`src/smpp_pkg.sv`:
```
// Shared constants, carriers and states of the serial programming host
package smpp_pkg;

  // --------------------------------------------------------------------------
  // Timing
  // --------------------------------------------------------------------------
  localparam int unsigned CLK_PERIOD_NS = 8;
  localparam int unsigned SCK_PHASE_NS = 1000;
  localparam int unsigned SCK_PHASE_CYC = (SCK_PHASE_NS + CLK_PERIOD_NS - 1) / CLK_PERIOD_NS;
  localparam int unsigned TGT_CLK_HALF_NS = 64;
  localparam int unsigned TGT_CLK_HALF_CYC = TGT_CLK_HALF_NS / CLK_PERIOD_NS;
  localparam int unsigned RST_PULSE_NS = 2000;
  localparam int unsigned RST_PULSE_CYC = (RST_PULSE_NS + CLK_PERIOD_NS - 1) / CLK_PERIOD_NS;
  localparam int unsigned POWER_UP_WAIT_NS = 20_000_000;
  localparam int unsigned POWER_UP_WAIT_CYC =
    (POWER_UP_WAIT_NS + CLK_PERIOD_NS - 1) / CLK_PERIOD_NS;
  localparam int unsigned PROGRAM_PAGE_WAIT_DELAY_NS = 4_500_000;
  localparam int unsigned PROGRAM_PAGE_WAIT_DELAY_CYC =
    (PROGRAM_PAGE_WAIT_DELAY_NS + CLK_PERIOD_NS - 1) / CLK_PERIOD_NS;
  localparam int unsigned EEPROM_BYTE_WAIT_DELAY_NS = 9_000_000;
  localparam int unsigned EEPROM_BYTE_WAIT_DELAY_CYC =
    (EEPROM_BYTE_WAIT_DELAY_NS + CLK_PERIOD_NS - 1) / CLK_PERIOD_NS;
  localparam int unsigned ERASE_WAIT_NS = 9_000_000;
  localparam int unsigned ERASE_WAIT_CYC = (ERASE_WAIT_NS + CLK_PERIOD_NS - 1) / CLK_PERIOD_NS;
  localparam int unsigned FUSE_WAIT_NS = 4_500_000;
  localparam int unsigned FUSE_WAIT_CYC = (FUSE_WAIT_NS + CLK_PERIOD_NS - 1) / CLK_PERIOD_NS;

  // --------------------------------------------------------------------------
  // Instruction encodings
  // --------------------------------------------------------------------------
  localparam logic [7:0] OP_PROG_ENABLE = 8'hac;
  localparam logic [7:0] ENABLE_ECHO = 8'h53;
  localparam logic [2:0] ERASE_SEL = 3'h4;
  localparam logic [2:0] FUSE_LOCK_SEL_MASK = 3'h5;
  localparam logic [2:0] FUSE_LOCK_SEL = 3'h5;
  localparam logic [7:0] OP_LOAD_PAGE = 8'h40;
  localparam logic [7:0] OP_LOAD_MASK = 8'hf7;
  localparam int unsigned LOAD_HIGH_BIT = 3;
  localparam logic [7:0] LOAD_ADDR_MASK = 8'h1f;
  localparam logic [7:0] OP_WRITE_PAGE = 8'h4c;
  localparam logic [7:0] OP_WRITE_EEPROM = 8'hc0;

  // --------------------------------------------------------------------------
  // Carriers and states
  // --------------------------------------------------------------------------
  localparam int unsigned INSTR_BITS = 32;
  localparam int unsigned FIFO_DEPTH = 16;

  typedef struct packed {
    logic [7:0] op;
    logic [7:0] addr_hi;
    logic [7:0] addr_lo;
    logic [7:0] data;
  } smpp_instr_s;

  typedef struct packed {
    logic [7:0] op;
    logic [7:0] data;
  } smpp_rsp_s;

  typedef enum logic [2:0] {
    ST_IDLE,
    ST_RST_PULSE,
    ST_PWR_WAIT,
    ST_SHIFT,
    ST_WAIT,
    ST_READY
  } smpp_state_e;

endpackage : smpp_pkg

```
`src/smpp_host.sv`:
```
// Serial programming host: instruction FIFO and target link sequencer
module smpp_fifo #(
  parameter int unsigned WIDTH = 32,
  parameter int unsigned DEPTH = 16
) (
  input wire logic clk_i,
  input wire logic rst_i,
  input wire logic in_valid_i,
  input wire logic [WIDTH-1:0] in_data_i,
  output logic in_ready_o,
  output logic out_valid_o,
  output logic [WIDTH-1:0] out_data_o,
  input wire logic out_ready_i
);
  localparam int unsigned AW = $clog2(DEPTH);
  logic [WIDTH-1:0] mem [DEPTH];
  logic [AW-1:0] wr_ptr_reg;
  logic [AW-1:0] rd_ptr_reg;
  logic [AW:0] count_reg;
  logic [AW:0] count_next;
  logic push;
  logic pop;

  assign push = in_valid_i && in_ready_o;
  assign pop = out_valid_o && out_ready_i;
  assign out_data_o = mem[rd_ptr_reg];

  always_comb
  begin
    count_next = count_reg;
    if (push && !pop)
      count_next = count_reg + (AW + 1)'(1);
    else if (pop && !push)
      count_next = count_reg - (AW + 1)'(1);
  end

  always_ff @(posedge clk_i)
  begin
    if (push)
      mem[wr_ptr_reg] <= in_data_i;
  end

  // Flags registered from the next count so both sides see flop outputs
  always_ff @(posedge clk_i or posedge rst_i)
  begin
    if (rst_i)
    begin
      wr_ptr_reg <= '0;
      rd_ptr_reg <= '0;
      count_reg <= '0;
      in_ready_o <= 1'b1;
      out_valid_o <= 1'b0;
    end
    else
    begin
      if (push)
        wr_ptr_reg <= wr_ptr_reg + AW'(1);
      if (pop)
        rd_ptr_reg <= rd_ptr_reg + AW'(1);
      count_reg <= count_next;
      in_ready_o <= count_next != (AW + 1)'(DEPTH);
      out_valid_o <= count_next != '0;
    end
  end
endmodule : smpp_fifo

// Overview of operation
// - Program only while target reset held low
// - Keep a valid target clock whole session
// - Hold each SCK phase above limit
// - Power-up: reset, SCK low, then reset pulse
// - Wait 20 ms before enable instruction
// - Send all four bytes; bad echo retries
// - Page load: five address bits, low first
// - Wait flash delay after page write
// - One EEPROM byte per instruction, then wait
// - Releasing reset ends programming session
// - Enable is AC 53 plus two bytes
// - Erase is AC then 100 top bits
// - Write page opcode 4C with address
module smpp_host #(
  parameter int unsigned POWER_UP_WAIT = smpp_pkg::POWER_UP_WAIT_CYC,
  parameter int unsigned PAGE_WAIT = smpp_pkg::PROGRAM_PAGE_WAIT_DELAY_CYC,
  parameter int unsigned EEPROM_WAIT = smpp_pkg::EEPROM_BYTE_WAIT_DELAY_CYC,
  parameter int unsigned ERASE_WAIT = smpp_pkg::ERASE_WAIT_CYC,
  parameter int unsigned FUSE_WAIT = smpp_pkg::FUSE_WAIT_CYC
) (
  input wire logic ref_clk_i,
  input wire logic rst_i,
  input wire logic start_i,
  input wire logic end_i,
  input wire logic cmd_valid_i,
  input wire smpp_pkg::smpp_instr_s cmd_i,
  output logic cmd_ready_o,
  output logic rsp_valid_o,
  output smpp_pkg::smpp_rsp_s rsp_o,
  output logic active_o,
  output logic enabled_o,
  output logic sync_fail_o,
  output logic order_err_o,
  output logic tgt_rst_n_o,
  output logic tgt_clk_o,
  output logic sck_o,
  output logic mosi_o,
  input wire logic miso_i
);
  import smpp_pkg::*;

  // --------------------------------------------------------------------------
  // Decoding
  // --------------------------------------------------------------------------
  function automatic logic is_load(input logic [7:0] op);
    is_load = (op & OP_LOAD_MASK) == OP_LOAD_PAGE;
  endfunction : is_load

  function automatic logic [31:0] wait_of(input logic [7:0] op, input logic [7:0] sel);
    wait_of = 32'(SCK_PHASE_CYC);
    if (op == OP_WRITE_PAGE)
      wait_of = 32'(PAGE_WAIT);
    else if (op == OP_WRITE_EEPROM)
      wait_of = 32'(EEPROM_WAIT);
    else if (op == OP_PROG_ENABLE && sel[7:5] == ERASE_SEL)
      wait_of = 32'(ERASE_WAIT);
    else if (op == OP_PROG_ENABLE && (sel[7:5] & FUSE_LOCK_SEL_MASK) == FUSE_LOCK_SEL)
      wait_of = 32'(FUSE_WAIT);
  endfunction : wait_of

  // --------------------------------------------------------------------------
  // Signals
  // --------------------------------------------------------------------------
  smpp_state_e state_reg;
  logic [31:0] timer_reg;
  logic [15:0] ph_cnt_reg;
  logic [4:0] bit_cnt_reg;
  logic [31:0] tx_reg;
  logic [31:0] rx_reg;
  logic [7:0] op_reg;
  logic [7:0] sel_reg;
  logic [1:0] miso_sync_reg;
  logic [3:0] tclk_cnt_reg;
  logic enabling_reg;
  logic end_req_reg;
  logic [7:0] lo_addr_reg;
  logic lo_valid_reg;
  logic f_valid;
  smpp_instr_s f_data;
  logic take;
  logic ph_done;
  logic xfer_done;
  logic echo_ok;

  smpp_fifo #(
    .WIDTH(INSTR_BITS),
    .DEPTH(FIFO_DEPTH)
  ) u_fifo (
    .clk_i(ref_clk_i),
    .rst_i(rst_i),
    .in_valid_i(cmd_valid_i),
    .in_data_i(cmd_i),
    .in_ready_o(cmd_ready_o),
    .out_valid_o(f_valid),
    .out_data_o(f_data),
    .out_ready_i(take)
  );

  assign take = state_reg == ST_READY && f_valid && !end_req_reg && !end_i;
  assign ph_done = ph_cnt_reg == 16'(SCK_PHASE_CYC - 1);
  assign xfer_done = state_reg == ST_SHIFT && sck_o && ph_done && bit_cnt_reg == 5'h1f;
  assign echo_ok = rx_reg[15:8] == ENABLE_ECHO;
  assign mosi_o = tx_reg[31];

  // --------------------------------------------------------------------------
  // Target clock and MISO synchroniser
  // --------------------------------------------------------------------------
  always_ff @(posedge ref_clk_i or posedge rst_i)
  begin
    if (rst_i)
    begin
      tclk_cnt_reg <= '0;
      tgt_clk_o <= 1'b0;
    end
    else if (tclk_cnt_reg == 4'(TGT_CLK_HALF_CYC - 1))
    begin
      tclk_cnt_reg <= '0;
      tgt_clk_o <= !tgt_clk_o;
    end
    else
      tclk_cnt_reg <= tclk_cnt_reg + 4'h1;
  end

  always_ff @(posedge ref_clk_i or posedge rst_i)
  begin
    if (rst_i)
      miso_sync_reg <= '0;
    else
      miso_sync_reg <= {miso_sync_reg[0], miso_i};
  end

  // --------------------------------------------------------------------------
  // Session sequencer
  // --------------------------------------------------------------------------
  // Target stays in reset after host reset so SCK low is guaranteed early
  always_ff @(posedge ref_clk_i or posedge rst_i)
  begin
    if (rst_i)
    begin
      state_reg <= ST_IDLE;
      timer_reg <= '0;
      tgt_rst_n_o <= 1'b0;
      enabling_reg <= 1'b0;
      end_req_reg <= 1'b0;
    end
    else
    begin
      if (end_i && state_reg != ST_IDLE)
        end_req_reg <= 1'b1;
      unique case (state_reg)
        ST_IDLE:
          if (start_i)
          begin
            state_reg <= ST_RST_PULSE;
            timer_reg <= 32'(RST_PULSE_CYC - 1);
            tgt_rst_n_o <= 1'b1;
            end_req_reg <= 1'b0;
          end
        ST_RST_PULSE:
          if (timer_reg == '0)
          begin
            state_reg <= ST_PWR_WAIT;
            timer_reg <= 32'(POWER_UP_WAIT - 1);
            tgt_rst_n_o <= 1'b0;
          end
          else
          begin
            timer_reg <= timer_reg - 32'h1;
            tgt_rst_n_o <= 1'b1;
          end
        ST_PWR_WAIT:
          if (timer_reg == '0)
          begin
            state_reg <= ST_SHIFT;
            enabling_reg <= 1'b1;
          end
          else
            timer_reg <= timer_reg - 32'h1;
        ST_SHIFT:
          if (xfer_done && enabling_reg && !echo_ok)
          begin
            // Pulse starts a cycle late so SCK is already low
            state_reg <= ST_RST_PULSE;
            timer_reg <= 32'(RST_PULSE_CYC);
          end
          else if (xfer_done && enabling_reg)
          begin
            state_reg <= ST_READY;
            enabling_reg <= 1'b0;
          end
          else if (xfer_done)
          begin
            state_reg <= ST_WAIT;
            timer_reg <= wait_of(op_reg, sel_reg);
          end
        ST_WAIT:
          if (timer_reg <= 32'h1)
            state_reg <= ST_READY;
          else
            timer_reg <= timer_reg - 32'h1;
        ST_READY:
          if (end_req_reg || end_i)
          begin
            state_reg <= ST_IDLE;
            tgt_rst_n_o <= 1'b1;
            end_req_reg <= 1'b0;
          end
          else if (take)
            state_reg <= ST_SHIFT;
      endcase
    end
  end

  // --------------------------------------------------------------------------
  // Bit shifter
  // --------------------------------------------------------------------------
  // MISO is read just before the rise, a full phase after the target moved it
  always_ff @(posedge ref_clk_i or posedge rst_i)
  begin
    if (rst_i)
    begin
      tx_reg <= '0;
      rx_reg <= '0;
      op_reg <= '0;
      sel_reg <= '0;
      ph_cnt_reg <= '0;
      bit_cnt_reg <= '0;
      sck_o <= 1'b0;
    end
    else if (state_reg == ST_PWR_WAIT && timer_reg == '0)
    begin
      tx_reg <= {OP_PROG_ENABLE, ENABLE_ECHO, 16'h0000};
      op_reg <= OP_PROG_ENABLE;
      sel_reg <= ENABLE_ECHO;
      ph_cnt_reg <= '0;
      bit_cnt_reg <= '0;
    end
    else if (take)
    begin
      op_reg <= f_data.op;
      sel_reg <= f_data.addr_hi;
      ph_cnt_reg <= '0;
      bit_cnt_reg <= '0;
      if (is_load(f_data.op))
        tx_reg <= {f_data.op, f_data.addr_hi, f_data.addr_lo & LOAD_ADDR_MASK, f_data.data};
      else
        tx_reg <= f_data;
    end
    else if (state_reg == ST_SHIFT)
    begin
      ph_cnt_reg <= ph_done ? '0 : ph_cnt_reg + 16'h1;
      if (ph_done && !sck_o)
      begin
        sck_o <= 1'b1;
        rx_reg <= {rx_reg[30:0], miso_sync_reg[1]};
      end
      else if (ph_done)
      begin
        sck_o <= 1'b0;
        tx_reg <= {tx_reg[30:0], 1'b0};
        bit_cnt_reg <= bit_cnt_reg + 5'h1;
      end
    end
  end

  // --------------------------------------------------------------------------
  // Status and answers
  // --------------------------------------------------------------------------
  always_ff @(posedge ref_clk_i or posedge rst_i)
  begin
    if (rst_i)
    begin
      rsp_valid_o <= 1'b0;
      rsp_o <= '0;
      active_o <= 1'b0;
      enabled_o <= 1'b0;
      sync_fail_o <= 1'b0;
      order_err_o <= 1'b0;
      lo_addr_reg <= '0;
      lo_valid_reg <= 1'b0;
    end
    else
    begin
      rsp_valid_o <= xfer_done && !enabling_reg;
      if (xfer_done && !enabling_reg)
        rsp_o <= '{op: op_reg, data: rx_reg[7:0]};
      sync_fail_o <= xfer_done && enabling_reg && !echo_ok;
      active_o <= state_reg != ST_IDLE || start_i;
      if (xfer_done && enabling_reg && echo_ok)
        enabled_o <= 1'b1;
      else if (state_reg == ST_IDLE || state_reg == ST_RST_PULSE)
        enabled_o <= 1'b0;
      if (state_reg == ST_IDLE && start_i)
      begin
        order_err_o <= 1'b0;
        lo_valid_reg <= 1'b0;
      end
      else if (take && is_load(f_data.op))
      begin
        if (!f_data.op[LOAD_HIGH_BIT])
        begin
          lo_addr_reg <= f_data.addr_lo & LOAD_ADDR_MASK;
          lo_valid_reg <= 1'b1;
        end
        else
        begin
          lo_valid_reg <= 1'b0;
          if (!lo_valid_reg || lo_addr_reg != (f_data.addr_lo & LOAD_ADDR_MASK))
            order_err_o <= 1'b1;
        end
      end
    end
  end

  // --------------------------------------------------------------------------
  // Checks
  // --------------------------------------------------------------------------
  logic [31:0] sck_hi_len;
  logic [31:0] sck_lo_len;
  logic [31:0] rst_hi_len;
  logic [31:0] rst_lo_len;
  logic [5:0] rise_cnt;

  always_ff @(posedge ref_clk_i or posedge rst_i)
  begin
    if (rst_i)
    begin
      sck_hi_len <= '0;
      sck_lo_len <= '0;
      rst_hi_len <= '0;
      rst_lo_len <= '0;
      rise_cnt <= '0;
    end
    else
    begin
      sck_hi_len <= sck_o ? sck_hi_len + 32'h1 : '0;
      sck_lo_len <= sck_o ? '0 : sck_lo_len + 32'h1;
      rst_hi_len <= tgt_rst_n_o ? rst_hi_len + 32'h1 : '0;
      rst_lo_len <= tgt_rst_n_o ? '0 : rst_lo_len + 32'h1;
      if (take || (state_reg == ST_PWR_WAIT))
        rise_cnt <= '0;
      else if (state_reg == ST_SHIFT && ph_done && !sck_o)
        rise_cnt <= rise_cnt + 6'h1;
    end
  end
endmodule : smpp_host

```
`config.mk`:
```
export PLATFORM = sky130hd
export DESIGN_NAME = smpp_host
export DESIGN_NICKNAME = d
export VERILOG_FILES = /design/src/smpp_pkg.sv /design/src/smpp_host.sv
export SDC_FILE = /design/constraint.sdc
export NUM_CORES = 1
export LEC_CHECK = 0
export BUFFER_PORTS_ARGS = -buffer_cell sky130_fd_sc_hd__buf_2
export CAP_MARGIN = 0
export CORE_ASPECT_RATIO = 0.9
export CORE_MARGIN = 2
export CORE_UTILIZATION = 33
export CTS_BUF_LIST = sky130_fd_sc_hd__clkbuf_2 sky130_fd_sc_hd__clkbuf_4 sky130_fd_sc_hd__clkbuf_8
export CTS_CLUSTER_DIAMETER = 150
export CTS_CLUSTER_SIZE = 16
export DETAILED_ROUTE_END_ITERATION = 7
export GPL_ROUTABILITY_DRIVEN = 0
export PLACE_DENSITY = 0.58
export SYNTH_ARGS = -nofsm -noshare
export SYNTH_HDL_FRONTEND = slang
export SYNTH_SLANG_ARGS = --single-unit
```
`constraint.sdc`:
```
create_clock -name ref_clk_i -period 7.71 [get_ports ref_clk_i]
set_input_delay 1.542 -clock ref_clk_i [delete_from_list [all_inputs] [get_ports ref_clk_i]]
set_output_delay 1.542 -clock ref_clk_i [all_outputs]
set_load 0.02 [all_outputs]
```
==> flow_summary.yaml <==
worst_setup_path:
  startpoint_type: "flip-flop"
  cp_max_fo: 14
  crit_arrival_ns: 4.45
  worstSetupPathType: "reg -> reg"
  cp.required_ns: 8.30
  crit_path_end_kind: "flip-flop"
synth:
  syn_avg_cell_area_um2: 16.6
  synth-edff-count: 512
  synth_common_cells: "edfxtp_1, dfrtp_1, mux4_2, nand2_1, nor2_1"
  synthArstFlopShare_pct: 24.7
  ys.flop_type: "edfxtp_1"
  synth_fp_nets: 1748
  synth.most_common_cell: "edfxtp_1"
  ys_ff_latch: 680
  ys_top_cells_by_area: "edfxtp_1, dfrtp_1, mux4_2, mux2i_1, mux2_2"
  yosysWarnings: 0
  ys_types: 84
  postSynthCellCount: 1696
  yosys.area.top_type_share_pct: 54.7
  synth_seq_area_share_pct: 69.7
  synth_top_area_cell: "edfxtp_1"
  synth_area_um2: 28100
die:
  ios: 64
  dieArea_um2: 87500
  row_count: 101
  coreArea_um2: 84400
  initial_core_util_pct: 33.3
  die_w_um: 312
  die_h_um: 281
placed_design:
  pre_cts_ws_ns: 3.20
  placed_cells: 2834
  hpwlAfterDp_mm: 37.5
  io_buffers: 63
cts:
  clk_path_buf_depth: 3
  htreeDepth: 2
  post_cts_buffers: 0
  cts_root_buf: "clkbuf_8"
  cts_made_buffers: 48
  cts_tree: "done"
  clkSinkCount: 680
  clk_latency_ns: 0.70
  clk_pin_slew_ns: 0.12
  cts_resized: 0
  postCtsHoldBufs: 0
run_status:
  status: "complete, no violations"
final_layout:
  drive_gt1_share_pct: 21.8
  finish.net_count: 1803
  largest_register_ffs: 512
  instances_no_fill: 2921
  fillers: 7993
  seq_area_um2: 19600
  synthToLayoutAreaGrowth_pct: 9.56
  multiInputGateArea_um2: 8150
min_path:
  hp-class: "reg -> reg"
global_route:
  grt_start_max_net_pins: 112
  grt_pass1_vias: 15642
  antenna_found_initial: 6
  overflow: 0
  grt_usage_pct: 15.2
  grt_pass1_wl_mm: 101
sta:
  finalClockSkew_ns: 0.0482
  max_freq_mhz: 259
  drv_slew: 0
  fin_crit_sh_pct: 50.2
  relSlewSlack_pct: 16.1
  layout_setup_ws_ns: 3.84
  worstMarginPinSlew_ns: 1.26
  whs_ns: 0.367
  hold_viol: 0
  tns_ns: 0
  min_period_ns: 3.87
  rsz0062_at_grt: "false"
  setup_viol: 0
route:
  dr.pass1.iters: 5
  num_vias: 15501
  wl_per_cell_um: 22.8
  wl_mm: 66.7
  drc: 0
  via_per_inst: 5.31
  drtIter0Drc: 1418
  ant_nets: 0
job:
  max_cap_viol_count: 0
power:
  p_leak_uw: 0.0101
  ir_worst_vdd_mv: 0.138
  power_density_nw_per_um2: 222
  power_uw: 6840
[worst max-delay path, cell delays in order, from the launching register on]
cell     delay [ns]
dfrtp_1        0.46
nor4_1         0.94
nand3_1        0.55
nor4b_4        0.66
or2_1          0.56
nor3_1         0.25
a41o_1         0.32
[final timing paths]
kind	startpoint	endpoint	slack, ns	cells after the start
hold / removal	miso_sync_reg[0]	miso_sync_reg[1]	0.37	0
setup / recovery	timer_reg[5]	timer_reg[27]	3.84	6
hold reg to reg	miso_sync_reg[0]	miso_sync_reg[1]	0.37	0
setup reg to reg	timer_reg[5]	timer_reg[27]	3.84	6
min in group asynchronous	rst_i	rx_reg[4]	1.07	2
max in group asynchronous	rst_i	u_fifo.rd_ptr_reg[1]	5.14	3
[cells by family after synthesis]
group,synth area share [%]
flip-flops,69.7
AO/OA/AOI/OAI,6.00
multiplexers,13.8
buffers and inverters,1.79
AND/OR/NAND/NOR,7.09
adder cells (fa/ha/maj),0.694
XOR/XNOR,0.935
[area by class of cell]
| class | count | area share [%] |
|---|---|---|
| diodes | 1 | 0.00813 |
| clock buffers | 82 | 2.97 |
| clock inverters | 4 | 0.158 |
| inverters | 32 | 0.406 |
| multi-input cells | 897 | 26.5 |
| flip-flops and latches | 680 | 63.6 |
| well taps | 1133 | 4.60 |
| repair buffers | 92 | 1.77 |
[power by group]
| group | internal [µW] | switching, µW | leakage (µW) |
|---|---|---|---|
| combinational | 163 | 434 | 0.00299 |
| clock | 759 | 1150 | 0.000520 |
| sequential | 4250 | 80.3 | 0.00662 |
| total | 5170 | 1670 | 0.0101 |
[placed cells by master (no fill, tap or decap), drive strengths merged, types with 8 or more instances in the layout]
| cell | count |
|---|---|
| edfxtp | 512 |
| dfrtp | 167 |
| mux4 | 132 |
| nand2 | 92 |
| buf | 92 |
| nor2 | 91 |
| clkbuf | 82 |
| o21ai | 57 |
| mux2i | 49 |
| a21oi | 44 |
| nor3 | 44 |
| mux2 | 38 |
| inv | 34 |
| nand3 | 26 |
| nand4 | 23 |
| xnor2 | 20 |
| nor4 | 18 |
| nand2b | 14 |
| ha | 14 |
| o211ai | 13 |
| and3 | 11 |
| or3 | 11 |
| o22ai | 10 |
| xor2 | 10 |
| a211oi | 10 |
| a21o | 9 |
| a22oi | 9 |
| o21a | 9 |
| a31oi | 9 |
| o31ai | 9 |
| and4 | 8 |
| nor2b | 8 |
| a221oi | 8 |
[per-stage QoR]
stage / utilization [%] / cell area (µm²)
after global placement: 35.3 / 29800
after floorplan: - / 28100
after CTS: 36.5 / 30800
final: 36.5 / 30800
after global routing: 36.5 / 30800
after detailed placement: 35.3 / 29800
[routing by layer]
| layer | share of wire (%) | up-vias | track usage, % |
|---|---|---|---|
| met4 | 1.9 | 6 | 3.49 |
| met1 | 45 | 8188 | 21.0 |
| met3 | 5.2 | 87 | 2.53 |
| li1 | - | 6816 | - |
| met5 | 0.045 | - | 0 |
| met2 | 48 | 404 | 25.2 |
No activity file was read; power rests on OpenSTA's default activity.
